**src/design/sync_ctrl_pkg.sv**
```systemverilog
// package: register map, fields and timing constants for the sync clock control block
`default_nettype none
package sync_ctrl_pkg;
  // register byte offsets
  localparam logic [7:0] OFF_CTRL    = 8'h00;
  localparam logic [7:0] OFF_STATUS  = 8'h04;
  localparam logic [7:0] OFF_IRQ_ST  = 8'h08;
  localparam logic [7:0] OFF_IRQ_CLR = 8'h0C;
  localparam logic [7:0] OFF_IRQ_EN  = 8'h10;
  // control fields
  localparam int CTRL_OUT_EN  = 0;
  localparam int CTRL_BAND    = 1;
  localparam int CTRL_SPREAD  = 2;
  localparam logic [2:0] CTRL_RESET = 3'h2;  // band 1, output off, spread off
  // status fields
  localparam int ST_LIVE_FAULT = 0;
  localparam int ST_USE_EXT    = 1;
  localparam int ST_DIR_IN     = 2;
  localparam int ST_SPREAD_ON  = 3;
  // interrupt bit
  localparam int IRQ_FAULT = 0;
  // divider from fast clock to switching rate
  localparam int SW_DIV = 8;
  // clock rate and band limits in kHz
  localparam int CLK_KHZ      = 250000;
  localparam int HI_BAND_MIN  = 2100;
  localparam int HI_BAND_MAX  = 2800;
  localparam int LO_BAND_MIN  = 333;
  localparam int LO_BAND_MAX  = 475;
  // duty window in percent
  localparam int DUTY_MIN_PCT = 41;
  localparam int DUTY_MAX_PCT = 59;
  localparam int CNT_W = 12;
  // period limits in cycles: longest period from lowest frequency, rounded down
  localparam logic [CNT_W-1:0] HI_PER_MIN = CNT_W'(CLK_KHZ / HI_BAND_MAX + 1);
  localparam logic [CNT_W-1:0] HI_PER_MAX = CNT_W'(CLK_KHZ / HI_BAND_MIN);
  localparam logic [CNT_W-1:0] LO_PER_MIN = CNT_W'(CLK_KHZ / LO_BAND_MAX + 1);
  localparam logic [CNT_W-1:0] LO_PER_MAX = CNT_W'(CLK_KHZ / LO_BAND_MIN);
  localparam logic [CNT_W-1:0] CNT_SAT    = {CNT_W{1'b1}};
  typedef enum logic [2:0] {
    SRC_INT  = 3'b001,
    SRC_EXT  = 3'b010,
    SRC_OUT  = 3'b100
  } src_state_t;
endpackage : sync_ctrl_pkg
`default_nettype wire

```
**src/design/sync_freq_watchdog.sv**
```systemverilog
// module: measures period and high time of the sync input, judges band and duty
`default_nettype none
module sync_freq_watchdog #(
  parameter int CW = sync_ctrl_pkg::CNT_W
) (
  input  wire logic clk_i,
  input  wire logic rst_n_i,
  input  wire logic sync_in_i,
  input  wire logic band_i,
  output logic      valid_o
);
  logic [CW-1:0] per_cnt_r;
  logic [CW-1:0] high_cnt_r;
  logic          prev_r;
  logic          valid_r;
  wire           rise_w = sync_in_i & ~prev_r;
  wire [CW-1:0]  per_min_w = band_i ? sync_ctrl_pkg::LO_PER_MIN : sync_ctrl_pkg::HI_PER_MIN;
  wire [CW-1:0]  per_max_w = band_i ? sync_ctrl_pkg::LO_PER_MAX : sync_ctrl_pkg::HI_PER_MAX;
  wire           per_ok_w = (per_cnt_r >= per_min_w) && (per_cnt_r <= per_max_w);
  // duty check by cross multiply; 100*cnt fits 19 bits
  wire [CW+7:0]  high_x100_w = (CW+8)'(high_cnt_r) * (CW+8)'(100);
  wire [CW+7:0]  per_lo_w = (CW+8)'(per_cnt_r) * (CW+8)'(sync_ctrl_pkg::DUTY_MIN_PCT);
  wire [CW+7:0]  per_hi_w = (CW+8)'(per_cnt_r) * (CW+8)'(sync_ctrl_pkg::DUTY_MAX_PCT);
  wire           duty_ok_w = (high_x100_w >= per_lo_w) && (high_x100_w <= per_hi_w);
  // a stuck pin saturates the counter, which exceeds any band maximum
  wire           stuck_w = (per_cnt_r > per_max_w);

  // count cycles between rising edges
  always_ff @(posedge clk_i or negedge rst_n_i) begin
    if (!rst_n_i) begin
      per_cnt_r  <= '0;
      high_cnt_r <= '0;
      prev_r     <= 1'b0;
    end else begin
      prev_r <= sync_in_i;
      if (rise_w) begin
        per_cnt_r  <= CW'(1);
        high_cnt_r <= CW'(1);
      end else begin
        if (per_cnt_r != sync_ctrl_pkg::CNT_SAT) per_cnt_r <= per_cnt_r + CW'(1);
        if (sync_in_i && high_cnt_r != sync_ctrl_pkg::CNT_SAT) high_cnt_r <= high_cnt_r + CW'(1);
      end
    end
  end

  // judge each completed period; invalid once the count passes the band maximum when the pin stalls
  always_ff @(posedge clk_i or negedge rst_n_i) begin
    if (!rst_n_i) begin
      valid_r <= 1'b0;
    end else if (rise_w) begin
      valid_r <= per_ok_w && duty_ok_w;
    end else if (stuck_w) begin
      valid_r <= 1'b0;
    end
  end
  assign valid_o = valid_r;
endmodule : sync_freq_watchdog
`default_nettype wire

```
**src/design/sync_clock_ctrl.sv**
```systemverilog
// module: sync clock pin control with APB registers, watchdog, fallback and interrupt
// Function
// - fused strap picks pin direction: 0 output, 1 input; fixed while running
// - output mode drives the switching clock, fast clock divided by eight
// - output mode always takes switching clock from the internal fast clock
// - output enable bit, resets to disabled
// - external sync active enables the PLL, fed from internal or external clock
// - band select: 0 is 2.1 to 2.8 MHz, 1 is 333 to 475 kHz
// - band select resets to 1, the low band
// - input valid only in band and with duty 41 to 59 percent
// - bad input moves to internal clock and sets the latched fault flag
// - latched fault drives the active-low interrupt pin unless masked
// - live fault bit reads 1 while input out of range, else 0
// - return to external clock only when flag cleared and input valid
// - spread spectrum forced off while external sync is enabled
`default_nettype none
module sync_clock_ctrl (
  input  wire logic        clk_i,
  input  wire logic        nrst_i,
  input  wire logic        sync_direction_fuse_i,
  input  wire logic        sync_clock_pin_i,
  output logic             sync_clock_pin_o,
  output logic             sync_clock_pin_oe_o,
  output logic             sw_clk_en_o,
  output logic             use_ext_clock_o,
  output logic             pll_enable_o,
  output logic             spread_spectrum_enable_o,
  output logic             interrupt_request_pin_n_o,
  input  wire logic        psel,
  input  wire logic        penable,
  input  wire logic        pwrite,
  input  wire logic [7:0]  paddr,
  input  wire logic [31:0] pwdata,
  input  wire logic [3:0]  pstrb,
  output logic [31:0]      prdata,
  output logic             pready,
  output logic             pslverr
);
  logic        rst_s1_r;
  logic        rst_n_r;
  logic        dir_in_r;
  logic        dir_cap_r;
  logic [2:0]  ctrl_r;
  logic        fault_flag_r;
  logic        fault_en_r;
  logic [2:0]  div_r;
  logic        sq_r;
  logic        sw_en_r;
  logic        pin_prev_r;
  logic [31:0] prdata_r;
  sync_ctrl_pkg::src_state_t state_r;
  sync_ctrl_pkg::src_state_t state_nxt;
  logic        valid_w;

  // reset release through two flops
  always_ff @(posedge clk_i or negedge nrst_i) begin
    if (!nrst_i) begin
      rst_s1_r <= 1'b0;
      rst_n_r  <= 1'b0;
    end else begin
      rst_s1_r <= 1'b1;
      rst_n_r  <= rst_s1_r;
    end
  end

  // strap caught once after release; later changes ignored
  always_ff @(posedge clk_i or negedge rst_n_r) begin
    if (!rst_n_r) begin
      dir_in_r  <= 1'b0;
      dir_cap_r <= 1'b0;
    end else if (!dir_cap_r) begin
      dir_in_r  <= sync_direction_fuse_i;
      dir_cap_r <= 1'b1;
    end
  end

  // apb decode; zero wait, every access takes one access cycle
  wire wr_w       = psel & penable & pwrite;
  wire rd_w       = psel & penable & ~pwrite;
  wire hit_ctrl   = (paddr == sync_ctrl_pkg::OFF_CTRL);
  wire hit_stat   = (paddr == sync_ctrl_pkg::OFF_STATUS);
  wire hit_ist    = (paddr == sync_ctrl_pkg::OFF_IRQ_ST);
  wire hit_iclr   = (paddr == sync_ctrl_pkg::OFF_IRQ_CLR);
  wire hit_ien    = (paddr == sync_ctrl_pkg::OFF_IRQ_EN);
  wire mapped_w   = hit_ctrl | hit_stat | hit_ist | hit_iclr | hit_ien;
  wire ro_hit_w   = hit_stat | hit_ist;
  assign pready   = 1'b1;
  assign pslverr  = psel & penable & (~mapped_w | (pwrite & ro_hit_w));
  wire wr_ok_w    = wr_w & pstrb[0];
  wire clr_fault_w = wr_ok_w & hit_iclr & pwdata[sync_ctrl_pkg::IRQ_FAULT];

  // control register; band comes up in low band
  always_ff @(posedge clk_i or negedge rst_n_r) begin
    if (!rst_n_r) begin
      ctrl_r     <= sync_ctrl_pkg::CTRL_RESET;
      fault_en_r <= 1'b0;
    end else begin
      if (wr_ok_w && hit_ctrl) ctrl_r <= pwdata[2:0];
      if (wr_ok_w && hit_ien) fault_en_r <= pwdata[sync_ctrl_pkg::IRQ_FAULT];
    end
  end

  wire out_en_w  = ctrl_r[sync_ctrl_pkg::CTRL_OUT_EN];
  wire band_w    = ctrl_r[sync_ctrl_pkg::CTRL_BAND];
  wire live_fault_w = dir_in_r & ~valid_w;

  sync_freq_watchdog u_wdog (
    .clk_i     (clk_i),
    .rst_n_i   (rst_n_r),
    .sync_in_i (sync_clock_pin_i),
    .band_i    (band_w),
    .valid_o   (valid_w)
  );

  // source selection: external only after clear and with a valid input
  always_comb begin
    state_nxt = state_r;
    case (state_r)
      sync_ctrl_pkg::SRC_OUT: state_nxt = sync_ctrl_pkg::SRC_OUT;
      sync_ctrl_pkg::SRC_INT: begin
        if (valid_w && !fault_flag_r) state_nxt = sync_ctrl_pkg::SRC_EXT;
      end
      sync_ctrl_pkg::SRC_EXT: begin
        if (!valid_w) state_nxt = sync_ctrl_pkg::SRC_INT;
      end
      default: state_nxt = sync_ctrl_pkg::SRC_INT;
    endcase
  end

  // state held in internal until the strap is known
  always_ff @(posedge clk_i or negedge rst_n_r) begin
    if (!rst_n_r) begin
      state_r <= sync_ctrl_pkg::SRC_INT;
    end else if (!dir_cap_r) begin
      state_r <= sync_direction_fuse_i ? sync_ctrl_pkg::SRC_INT : sync_ctrl_pkg::SRC_OUT;
    end else begin
      state_r <= state_nxt;
    end
  end

  // latched fault; set beats clear, starts set so host must clear
  always_ff @(posedge clk_i or negedge rst_n_r) begin
    if (!rst_n_r) begin
      fault_flag_r <= 1'b1;
    end else if (dir_cap_r && live_fault_w) begin
      fault_flag_r <= 1'b1;
    end else if (clr_fault_w) begin
      fault_flag_r <= 1'b0;
    end
  end

  // divide by eight: enable pulse and square wave
  always_ff @(posedge clk_i or negedge rst_n_r) begin
    if (!rst_n_r) begin
      div_r <= '0;
      sq_r  <= 1'b0;
    end else begin
      div_r <= div_r + 3'h1;
      if (div_r == 3'(sync_ctrl_pkg::SW_DIV/2 - 1) || div_r == 3'(sync_ctrl_pkg::SW_DIV - 1)) sq_r <= ~sq_r;
    end
  end

  // switching enable follows the pll reference: divider or external rising edge
  wire ext_rise_w = sync_clock_pin_i & ~pin_prev_r;
  wire use_ext_w  = (state_r == sync_ctrl_pkg::SRC_EXT);
  always_ff @(posedge clk_i or negedge rst_n_r) begin
    if (!rst_n_r) begin
      pin_prev_r <= 1'b0;
      sw_en_r    <= 1'b0;
    end else begin
      pin_prev_r <= sync_clock_pin_i;
      sw_en_r    <= use_ext_w ? ext_rise_w : (div_r == 3'(sync_ctrl_pkg::SW_DIV - 1));
    end
  end
  assign sw_clk_en_o     = sw_en_r;
  assign use_ext_clock_o = use_ext_w;
  assign pll_enable_o    = dir_cap_r & dir_in_r;

  // pin driven whenever in output mode; clock on it only with enable set
  assign sync_clock_pin_oe_o = dir_cap_r & ~dir_in_r;
  assign sync_clock_pin_o    = sq_r & out_en_w & ~dir_in_r & dir_cap_r;

  // spread only with internal generation
  assign spread_spectrum_enable_o = ctrl_r[sync_ctrl_pkg::CTRL_SPREAD] & ~dir_in_r;

  // interrupt: active low, masked flag gated off
  assign interrupt_request_pin_n_o = ~(fault_flag_r & fault_en_r);

  // read mux
  wire [31:0] status_w = {28'h0000000, spread_spectrum_enable_o, dir_in_r, use_ext_w, live_fault_w};
  wire [31:0] rd_val_w = hit_ctrl ? {29'h0000000, ctrl_r} :
                         hit_stat ? status_w :
                         hit_ist  ? {31'h00000000, fault_flag_r} :
                         hit_ien  ? {31'h00000000, fault_en_r} : 32'h00000000;
  always_ff @(posedge clk_i or negedge rst_n_r) begin
    if (!rst_n_r) prdata_r <= '0;
    else if (psel && !penable && !pwrite) prdata_r <= rd_val_w;
  end
  assign prdata = prdata_r;

  // assertions
  ext_needs_valid_a: assert property (@(posedge clk_i) disable iff (!rst_n_r)
    $rose(use_ext_w) |-> $past(valid_w) && !$past(fault_flag_r)) else $error("external used while invalid");
  fallback_fast_a: assert property (@(posedge clk_i) disable iff (!rst_n_r)
    use_ext_w && !valid_w |=> !use_ext_w && fault_flag_r) else $error("no fallback on bad input");
  out_mode_int_a: assert property (@(posedge clk_i) disable iff (!rst_n_r)
    dir_cap_r && !dir_in_r |-> !use_ext_w) else $error("output mode used external");
  spread_off_a: assert property (@(posedge clk_i) disable iff (!rst_n_r)
    pll_enable_o |-> !spread_spectrum_enable_o) else $error("spread on with sync");
  irq_pin_a: assert property (@(posedge clk_i) disable iff (!rst_n_r)
    interrupt_request_pin_n_o == !(fault_flag_r && fault_en_r)) else $error("irq pin wrong");
  pin_div8_a: assert property (@(posedge clk_i) disable iff (!rst_n_r)
    $rose(sq_r) |-> (sq_r [*4]) ##1 !sq_r) else $error("sync out not divide by eight");
  out_gate_a: assert property (@(posedge clk_i) disable iff (!rst_n_r)
    !out_en_w |-> !sync_clock_pin_o) else $error("pin toggles while disabled");
  live_fault_a: assert property (@(posedge clk_i) disable iff (!rst_n_r)
    dir_in_r && !valid_w |-> status_w[sync_ctrl_pkg::ST_LIVE_FAULT]) else $error("live fault low");
  set_wins_a: assert property (@(posedge clk_i) disable iff (!rst_n_r)
    dir_cap_r && live_fault_w |=> fault_flag_r) else $error("fault flag lost");
  cov_ext: cover property (@(posedge clk_i) disable iff (!rst_n_r) $rose(use_ext_w));
  cov_fall: cover property (@(posedge clk_i) disable iff (!rst_n_r) $fell(use_ext_w));
  cov_clr: cover property (@(posedge clk_i) disable iff (!rst_n_r) clr_fault_w);
  cov_out: cover property (@(posedge clk_i) disable iff (!rst_n_r) $rose(sync_clock_pin_o));
endmodule : sync_clock_ctrl
`default_nettype wire

```
**config.mk**
```make
export PLATFORM = sky130hd
export DESIGN_NAME = sync_clock_ctrl
export DESIGN_NICKNAME = d
export VERILOG_FILES = /design/src/design/sync_ctrl_pkg.sv /design/src/design/sync_freq_watchdog.sv /design/src/design/sync_clock_ctrl.sv
export SDC_FILE = /design/constraint.sdc
export NUM_CORES = 1
export LEC_CHECK = 0
export ABC_AREA = 1
export BUFFER_PORTS_ARGS = -buffer_cell sky130_fd_sc_hd__buf_2
export CORE_MARGIN = 4
export CORE_UTILIZATION = 55
export DETAILED_ROUTE_END_ITERATION = 7
export PLACE_DENSITY = 0.74
export SYNTH_ARGS = -nofsm -noshare
export SYNTH_HDL_FRONTEND = slang
export SYNTH_HIERARCHICAL = 1
export SYNTH_SLANG_ARGS = --single-unit
export TNS_END_PERCENT = 1
```
**constraint.sdc**
```tcl
create_clock -name clk_i -period 1.85 [get_ports clk_i]
set_input_delay 0.0925 -clock clk_i [delete_from_list [all_inputs] [get_ports clk_i]]
set_output_delay 0.0925 -clock clk_i [all_outputs]
set_load 0.01 [all_outputs]
```
=== Word level (Yosys, flattened, before mapping) ===
Index checks and enable logic that the tools add are counted.

* Add/sub/neg operators: 3
* $mul: 3
* $lt $le $gt $ge: 5
* Eq/ne operators: 13
* Muxes and demuxes: 20
* Bitwise logic cells: 28
* Reductions and logical operators: 20

{| class="wikitable"
|+ Operators with widths
! operator !! number
|-
| two-way mux 12 bit || 4
|-
| multiplier 12 x 6 -> 18 bit (second input constant) || 2
|-
| adder 12 x 1 -> 12 bit (second input constant) || 2
|-
| inequality test 12 bit (second input constant) || 2
|-
| two-way mux 10 bit || 2
|-
| greater-or-equal comparator 19 x 18 -> 1 bit || 1
|-
| <= comparator 19 x 18 -> 1 bit || 1
|-
| multiplier 12 x 5 -> 17 bit (second input constant) || 1
|-
| AND 1 bit || 16
|-
| == test 8 x 4 -> 1 bit (second input constant) || 2
|-
| greater-or-equal comparator 12 bit || 1
|-
| greater-than comparator 12 bit || 1
|-
| <= comparator 12 bit || 1
|-
| two-way mux 3 bit || 4
|-
| logical AND 1 bit || 10
|-
| one-hot mux 3 bit (3 select lines) || 1
|-
| == test 8 x 3 -> 1 bit (second input constant) || 1
|-
| == test 8 x 5 -> 1 bit (second input constant) || 1
|-
| zero test 8 bit || 1
|-
| two-way mux 4 bit || 2
|-
| nonzero test 2 bit || 4
|-
| two-way mux 1 bit || 7
|-
| == test 3 x 2 -> 1 bit (second input constant) || 2
|-
| == test 3 bit (second input constant) || 2
|-
| 8 further kinds || 21
|}

* Bits in registers: 75
* Input port bits: 51
* Output and inout port bits: 41

=== Longest topological paths before layout ===
* Word-level depth: 8
* Mapped depth: 26
* Depth with buffers taken out: 26

=== Hierarchy ===
Netlist, hierarchy kept.

{| class="wikitable"
|+ Modules (own cells, without submodules)
! module !! times used !! cells an instance !! area an instance (um^2) !! sequential area each (um^2)
|-
| sync_freq_watchdog || 1 || 780 || 6,273.5 || 650.6
|-
| sync_clock_ctrl || 1 || 175 || 1,365.1 || 554.3
|}

=== Least setup slack after synthesis ===
Ideal clock, no wire load.

* Path kind: register -> register
* From: register u_wdog.per_cnt_r[2]
* To: register u_wdog.valid_r, in the netlist u_wdog/valid_o
* Setup time: 0.117 ns
* Arrival: 4.206 ns
* Setup slack: -2.474 ns
* Cell stages (with the launch flop): 26
* Path buffers: 0
* Period minus slack after synthesis: 4.324 ns
* Cell sequence: dfrtp_1 inv_1 fa_1 fa_1 fa_1 inv_1 ha_1 nand2_1 nor3_1 nor2_2 o21ai_2 a21oi_1 xor2_1 ha_1 nand2_1 nor2_1 and2_1 nand2_1 nand3_1 nand2_1 nand2_1 nand2_1 nand2_1 nand2_1 nand3_1 nand2_1

* Longest elaborated chain between the ends: 5
* Elaborated cells on any way between the ends: 12
* Those cells by class: mul (2); order compare (5); mux (1); reduce/logical (4)

{| class="wikitable"
|+ RTL lines
! element !! line !! source
|-
| start, declared || sync_freq_watchdog.sv:12 || <nowiki>logic [CW-1:0] per_cnt_r;</nowiki>
|-
| start signal, assigned || sync_freq_watchdog.sv:40 || <nowiki>if (per_cnt_r != sync_ctrl_pkg::CNT_SAT) per_cnt_r <= per_cnt_r + CW'(1);</nowiki>
|-
| multiplier 12 x 6 -> 18 bit (on tied branches) || sync_freq_watchdog.sv:22, sync_freq_watchdog.sv:23 ||
|-
| greater-or-equal comparator 19 x 18 -> 1 bit or <= comparator 19 x 18 -> 1 bit (tied branches) || sync_freq_watchdog.sv:24 || <nowiki>wire duty_ok_w = (high_x100_w >= per_lo_w) && (high_x100_w <= per_hi_w);</nowiki>
|-
| logical AND 1 bit || sync_freq_watchdog.sv:24 ||
|-
| logical AND 1 bit || sync_freq_watchdog.sv:51 || <nowiki>valid_r <= per_ok_w && duty_ok_w;</nowiki>
|-
| two-way mux 1 bit || sync_freq_watchdog.sv:50 || <nowiki>end else if (rise_w) begin</nowiki>
|-
| end signal, assigned || sync_freq_watchdog.sv:51 ||
|-
| end, declared || sync_freq_watchdog.sv:15 || <nowiki>logic valid_r;</nowiki>
|}

Parallel ways exist; a longest one is shown, timed or not.
A chain may end at the register's enable or synchronous reset.

=== Final worst setup path ===
* From: register u_wdog.per_cnt_r[4]
* To: register u_wdog.valid_r, in the netlist u_wdog/valid_o

The elaborated chain is that of the path after synthesis.

==> results.json <==
{
  "clockBufferDepth": 2,
  "overflow": 0,
  "synth.distinct_cells": 47,
  "irDropWorstVdd_mv": 0.932,
  "power_frac_comb": 0.786,
  "gp_congestion": 0.936,
  "syn_area_per_cell_um2": 8.00,
  "synth_warnings": 6,
  "die_y_um": 126,
  "drive_above_1_share": 0.265,
  "dieArea_um2": 15800,
  "finalHoldViolCount": 0,
  "worstHoldEndpoint": "ctrl_r[1]$_DFFE_PN1P_",
  "core_area_um2": 13400,
  "cts_root_buf": "clkbuf_16",
  "rr_worst_depth": 24,
  "postPlaceCellArea_um2": 9270,
  "antenna_found_initial": 0,
  "seqPwrFrac": 0.114,
  "reg2reg_from": "u_wdog/per_cnt_r[4]$_DFFE_PN0P_",
  "skew_ns": 0.00663,
  "hp-class": "input port to flop",
  "synth_area_leader_cell": "ha_1",
  "grt_pass1_vias": 6960,
  "ant_nets": 0,
  "place.detailed.hpwl_um": 16000,
  "maxSlewHeadroom": 0.450,
  "fin_crit_sh": 2.33,
  "clkPwrFrac": 0.100,
  "yosysSeqAreaShare": 0.158,
  "setup_viol": 6,
  "detail_route.vias_per_cell": 5.15,
  "p_leak_uw": 0.00543,
  "ioPinCount": 92,
  "hold_depth": 3,
  "dp_slack_ns": -2.41,
  "cp-end-kind": "flop",
  "finalWorstSetupSlack_ns": -2.46,
  "drt-total-wl_um": 18600,
  "intPower_uw": 5780,
  "synth-seq-cells": 48,
  "drt_first_pass_iters": 5,
  "port_buffers": 30,
  "syn_inst": 955,
  "grt_max_degree": 28,
  "numCtsBuffers": 5,
  "crit_type": "flop to flop",
  "fmax_mhz": 232,
  "p_total_uw": 11000,
  "netlist.area_leader.share": 0.270,
  "fin_crit_ns": 4.31,
  "violations": "setup timing",
  "nets": 1415,
  "vias": 6859,
  "die_w_um": 126,
  "cts_sinks": 48,
  "crit_path_start_kind": "flop",
  "syn_area_um2": 7640,
  "dr.first_iter.drc_count": 402,
  "regArea_um2": 1220,
  "cts.clk_slew.worst_paths_ns": 0.07,
  "rsz0062_at_grt": "true",
  "initial_core_util": 0.570,
  "worst_slew_pin_slew_ns": 0.824,
  "p_sw_uw": 5240,
  "r2r_end": "u_wdog/valid_o$_DFFE_PN0P_",
  "power_density_nw_per_um2": 1150,
  "yosys_most_used_dff": "dfrtp_1",
  "synth-edff-count": 0,
  "cts_tree": "yes",
  "clock_latency_ns": 0.30,
  "multi_input_area_um2": 5770,
  "crit_arrival_ns": 4.50,
  "sw_frac_of_total": 0.476,
  "path_max_fanout": 4,
  "area_growth_pct": 25.0,
  "grt_pass1_wl_um": 31900,
  "whs_ns": 0.0159,
  "fillers": 1025,
  "status": "finished, violations left",
  "yosys-top-cells-area": "ha_1 (27%), dfrtp_1 (15%), fa_1 (11%), inv_1 (9.9%), nand2_1 (6.8%)",
  "hp-start": "pwdata[1]",
  "ff2ff_setup_slack_ns": -2.46,
  "async_flop_share": 1.00,
  "track_usage": 0.242,
  "htreeDepth": 2,
  "required_ns": 2.04,
  "drv_slew": 0,
  "n_antenna_cell": 0,
  "design_area_um2": 9550,
  "rows": 42,
  "drc_errors": 0,
  "max-cap-violations": 0,
  "wl_per_cell_um": 13.9
}
==> Yosys cell counts (all sizes together), types with 2 or more instances <==
cell type,n
a211oi,2
a21boi,3
a21o,2
a21oi,61
a31oi,5
buf,31
conb,2
dfrtp,45
dfstp,3
fa,43
ha,165
inv,203
nand2,144
nand3,56
nand3b,2
nand4,11
nor2,62
nor3,14
o21a,2
o21ai,50
o21bai,2
xnor2,14
xor2,24
==> through the flow <==
| step | setup TNS, ns | utilization | instances |
|---|---|---|---|
| finish | -2.78 | 0.712 | 1333 |
| global route | -4.18 | 0.712 | 1333 |
| CTS | -2.63 | 0.708 | 1332 |
| detailed placement | -3.26 | 0.691 | 1323 |
| global placement | -2.66 | 0.691 | 1323 |
| floorplan | -2.21 | - | 984 |
==> final cells by class <==
cell class	instances	share of cell area
timing repair buffer	196	0.147
inverter	203	0.0801
multi-input combinational	702	0.604
tap	176	0.0231
sequential	48	0.128
clock inverter	3	0.00485
clock buffer	5	0.0131
==> sequential cells by signal, summed over array words and instances (netlist names) <==
signal and flops:
rst_n_r 1, u_wdog/high_cnt_r 12, state_r 3, u_wdog/per_cnt_r 12, u_wdog/valid_o 1, dir_in_r 1, dir_cap_r 1, pin_prev_r 1
ctrl_r 3, u_wdog/prev_r 1, sq_r 1, fault_en_r 1, rst_s1_r 1, prdata 4, div_r 3, fault_flag_r 1
sw_clk_en_o 1
==> routing by layer <==
| layer | part of all wire | vias up | GRT usage | wire [um] |
|---|---|---|---|---|
| met5 | 0 | - | 0 | 0 |
| met4 | 0.025 | 0 | 0.0738 | 463 |
| met3 | 0.047 | 31 | 0.0182 | 871 |
| met2 | 0.48 | 172 | 0.422 | 8930 |
| met1 | 0.45 | 3221 | 0.324 | 8320 |
| li1 | - | 3435 | - | - |
==> logic make-up (layout without fill, tap and decap cells) <==
logic type                 count (synthesis)  count (layout)  share of synthesized area
DFF                                       48              48                      0.158
other                                      2              31                   0.000983
adders and majority gates                208             208                      0.383
buffers and inverters                    234             407                      0.130
xor gates and xnor gates                  38              38                     0.0436
and+or+nand+nor                          292             292                      0.183
muxes                                      1               1                    0.00131
AOI/OAI and AO/OA                        132             132                      0.100
==> cell usage in the layout (no fill, tap or decap), types with 8 or more instances in the layout <==
cell,count
nor3_1,9
o21ai_1,12
ha_1,153
nand4_1,10
inv_1,190
dfrtp_1,34
nand2_1,137
fa_1,43
a21oi_1,51
inv_2,12
nor2_1,43
a21oi_2,8
o21ai_2,8
dfrtp_2,11
ha_4,9
conb_1,31
xnor2_1,14
nand3_1,49
buf_2,30
o21ai_0,30
nor2_2,14
xor2_1,24
buf_4,164
==> critical path: stages, from the launching register on <==
cell     delay [ns]
dfrtp_2        0.41
inv_2          0.07
fa_1           0.54
inv_1          0.05
fa_1           0.47
fa_1           0.52
ha_4           0.33
nand2_4        0.07
nor3_4         0.19
a21o_1         0.18
a31oi_1        0.10
xor2_1         0.18
ha_1           0.31
nand2_1        0.07
nor2_2         0.11
and2_4         0.15
nand2_1        0.05
nand3_1        0.07
nand2_1        0.05
nand2_1        0.05
nand2_1        0.04
nand2_1        0.05
nand2_1        0.05
nand3_1        0.06
nand2_1        0.05
==> what timing repair did <==
action	CTS	global route
endpoints found under the hold margin	2	0
setup endpoints to repair	13	17
buffers inserted	0	1
gates resized for setup	9	11
pin swaps	4	10
hold buffers	1	0
==> power groups by stage <==
stage               Sequential, uW  Combinational, uW  Clock, uW
floorplan                     1310               5390          0
global placement              1270               7850          0
detailed placement            1270               8210          0
CTS                           1250               8330       1120
global route                  1270               9790       1160
finish                        1250               8660       1110
==> worst max-delay path by stage <==
stage,startpoint,to,cells past startpoint
4_1_cts,u_wdog/per_cnt_r[1]$_DFFE_PN0P_,u_wdog/valid_o$_DFFE_PN0P_,24
5_1_grt,u_wdog/per_cnt_r[4]$_DFFE_PN0P_,u_wdog/valid_o$_DFFE_PN0P_,24
3_5_place_dp,u_wdog/per_cnt_r[1]$_DFFE_PN0P_,u_wdog/valid_o$_DFFE_PN0P_,24
6_report,u_wdog/per_cnt_r[4]$_DFFE_PN0P_,u_wdog/valid_o$_DFFE_PN0P_,24
3_3_place_gp,u_wdog/per_cnt_r[4]$_DFFE_PN0P_,u_wdog/valid_o$_DFFE_PN0P_,25
2_1_floorplan,u_wdog/per_cnt_r[4]$_DFFE_PN0P_,u_wdog/valid_o$_DFFE_PN0P_,25
Power figures use the tool's default switching activity.
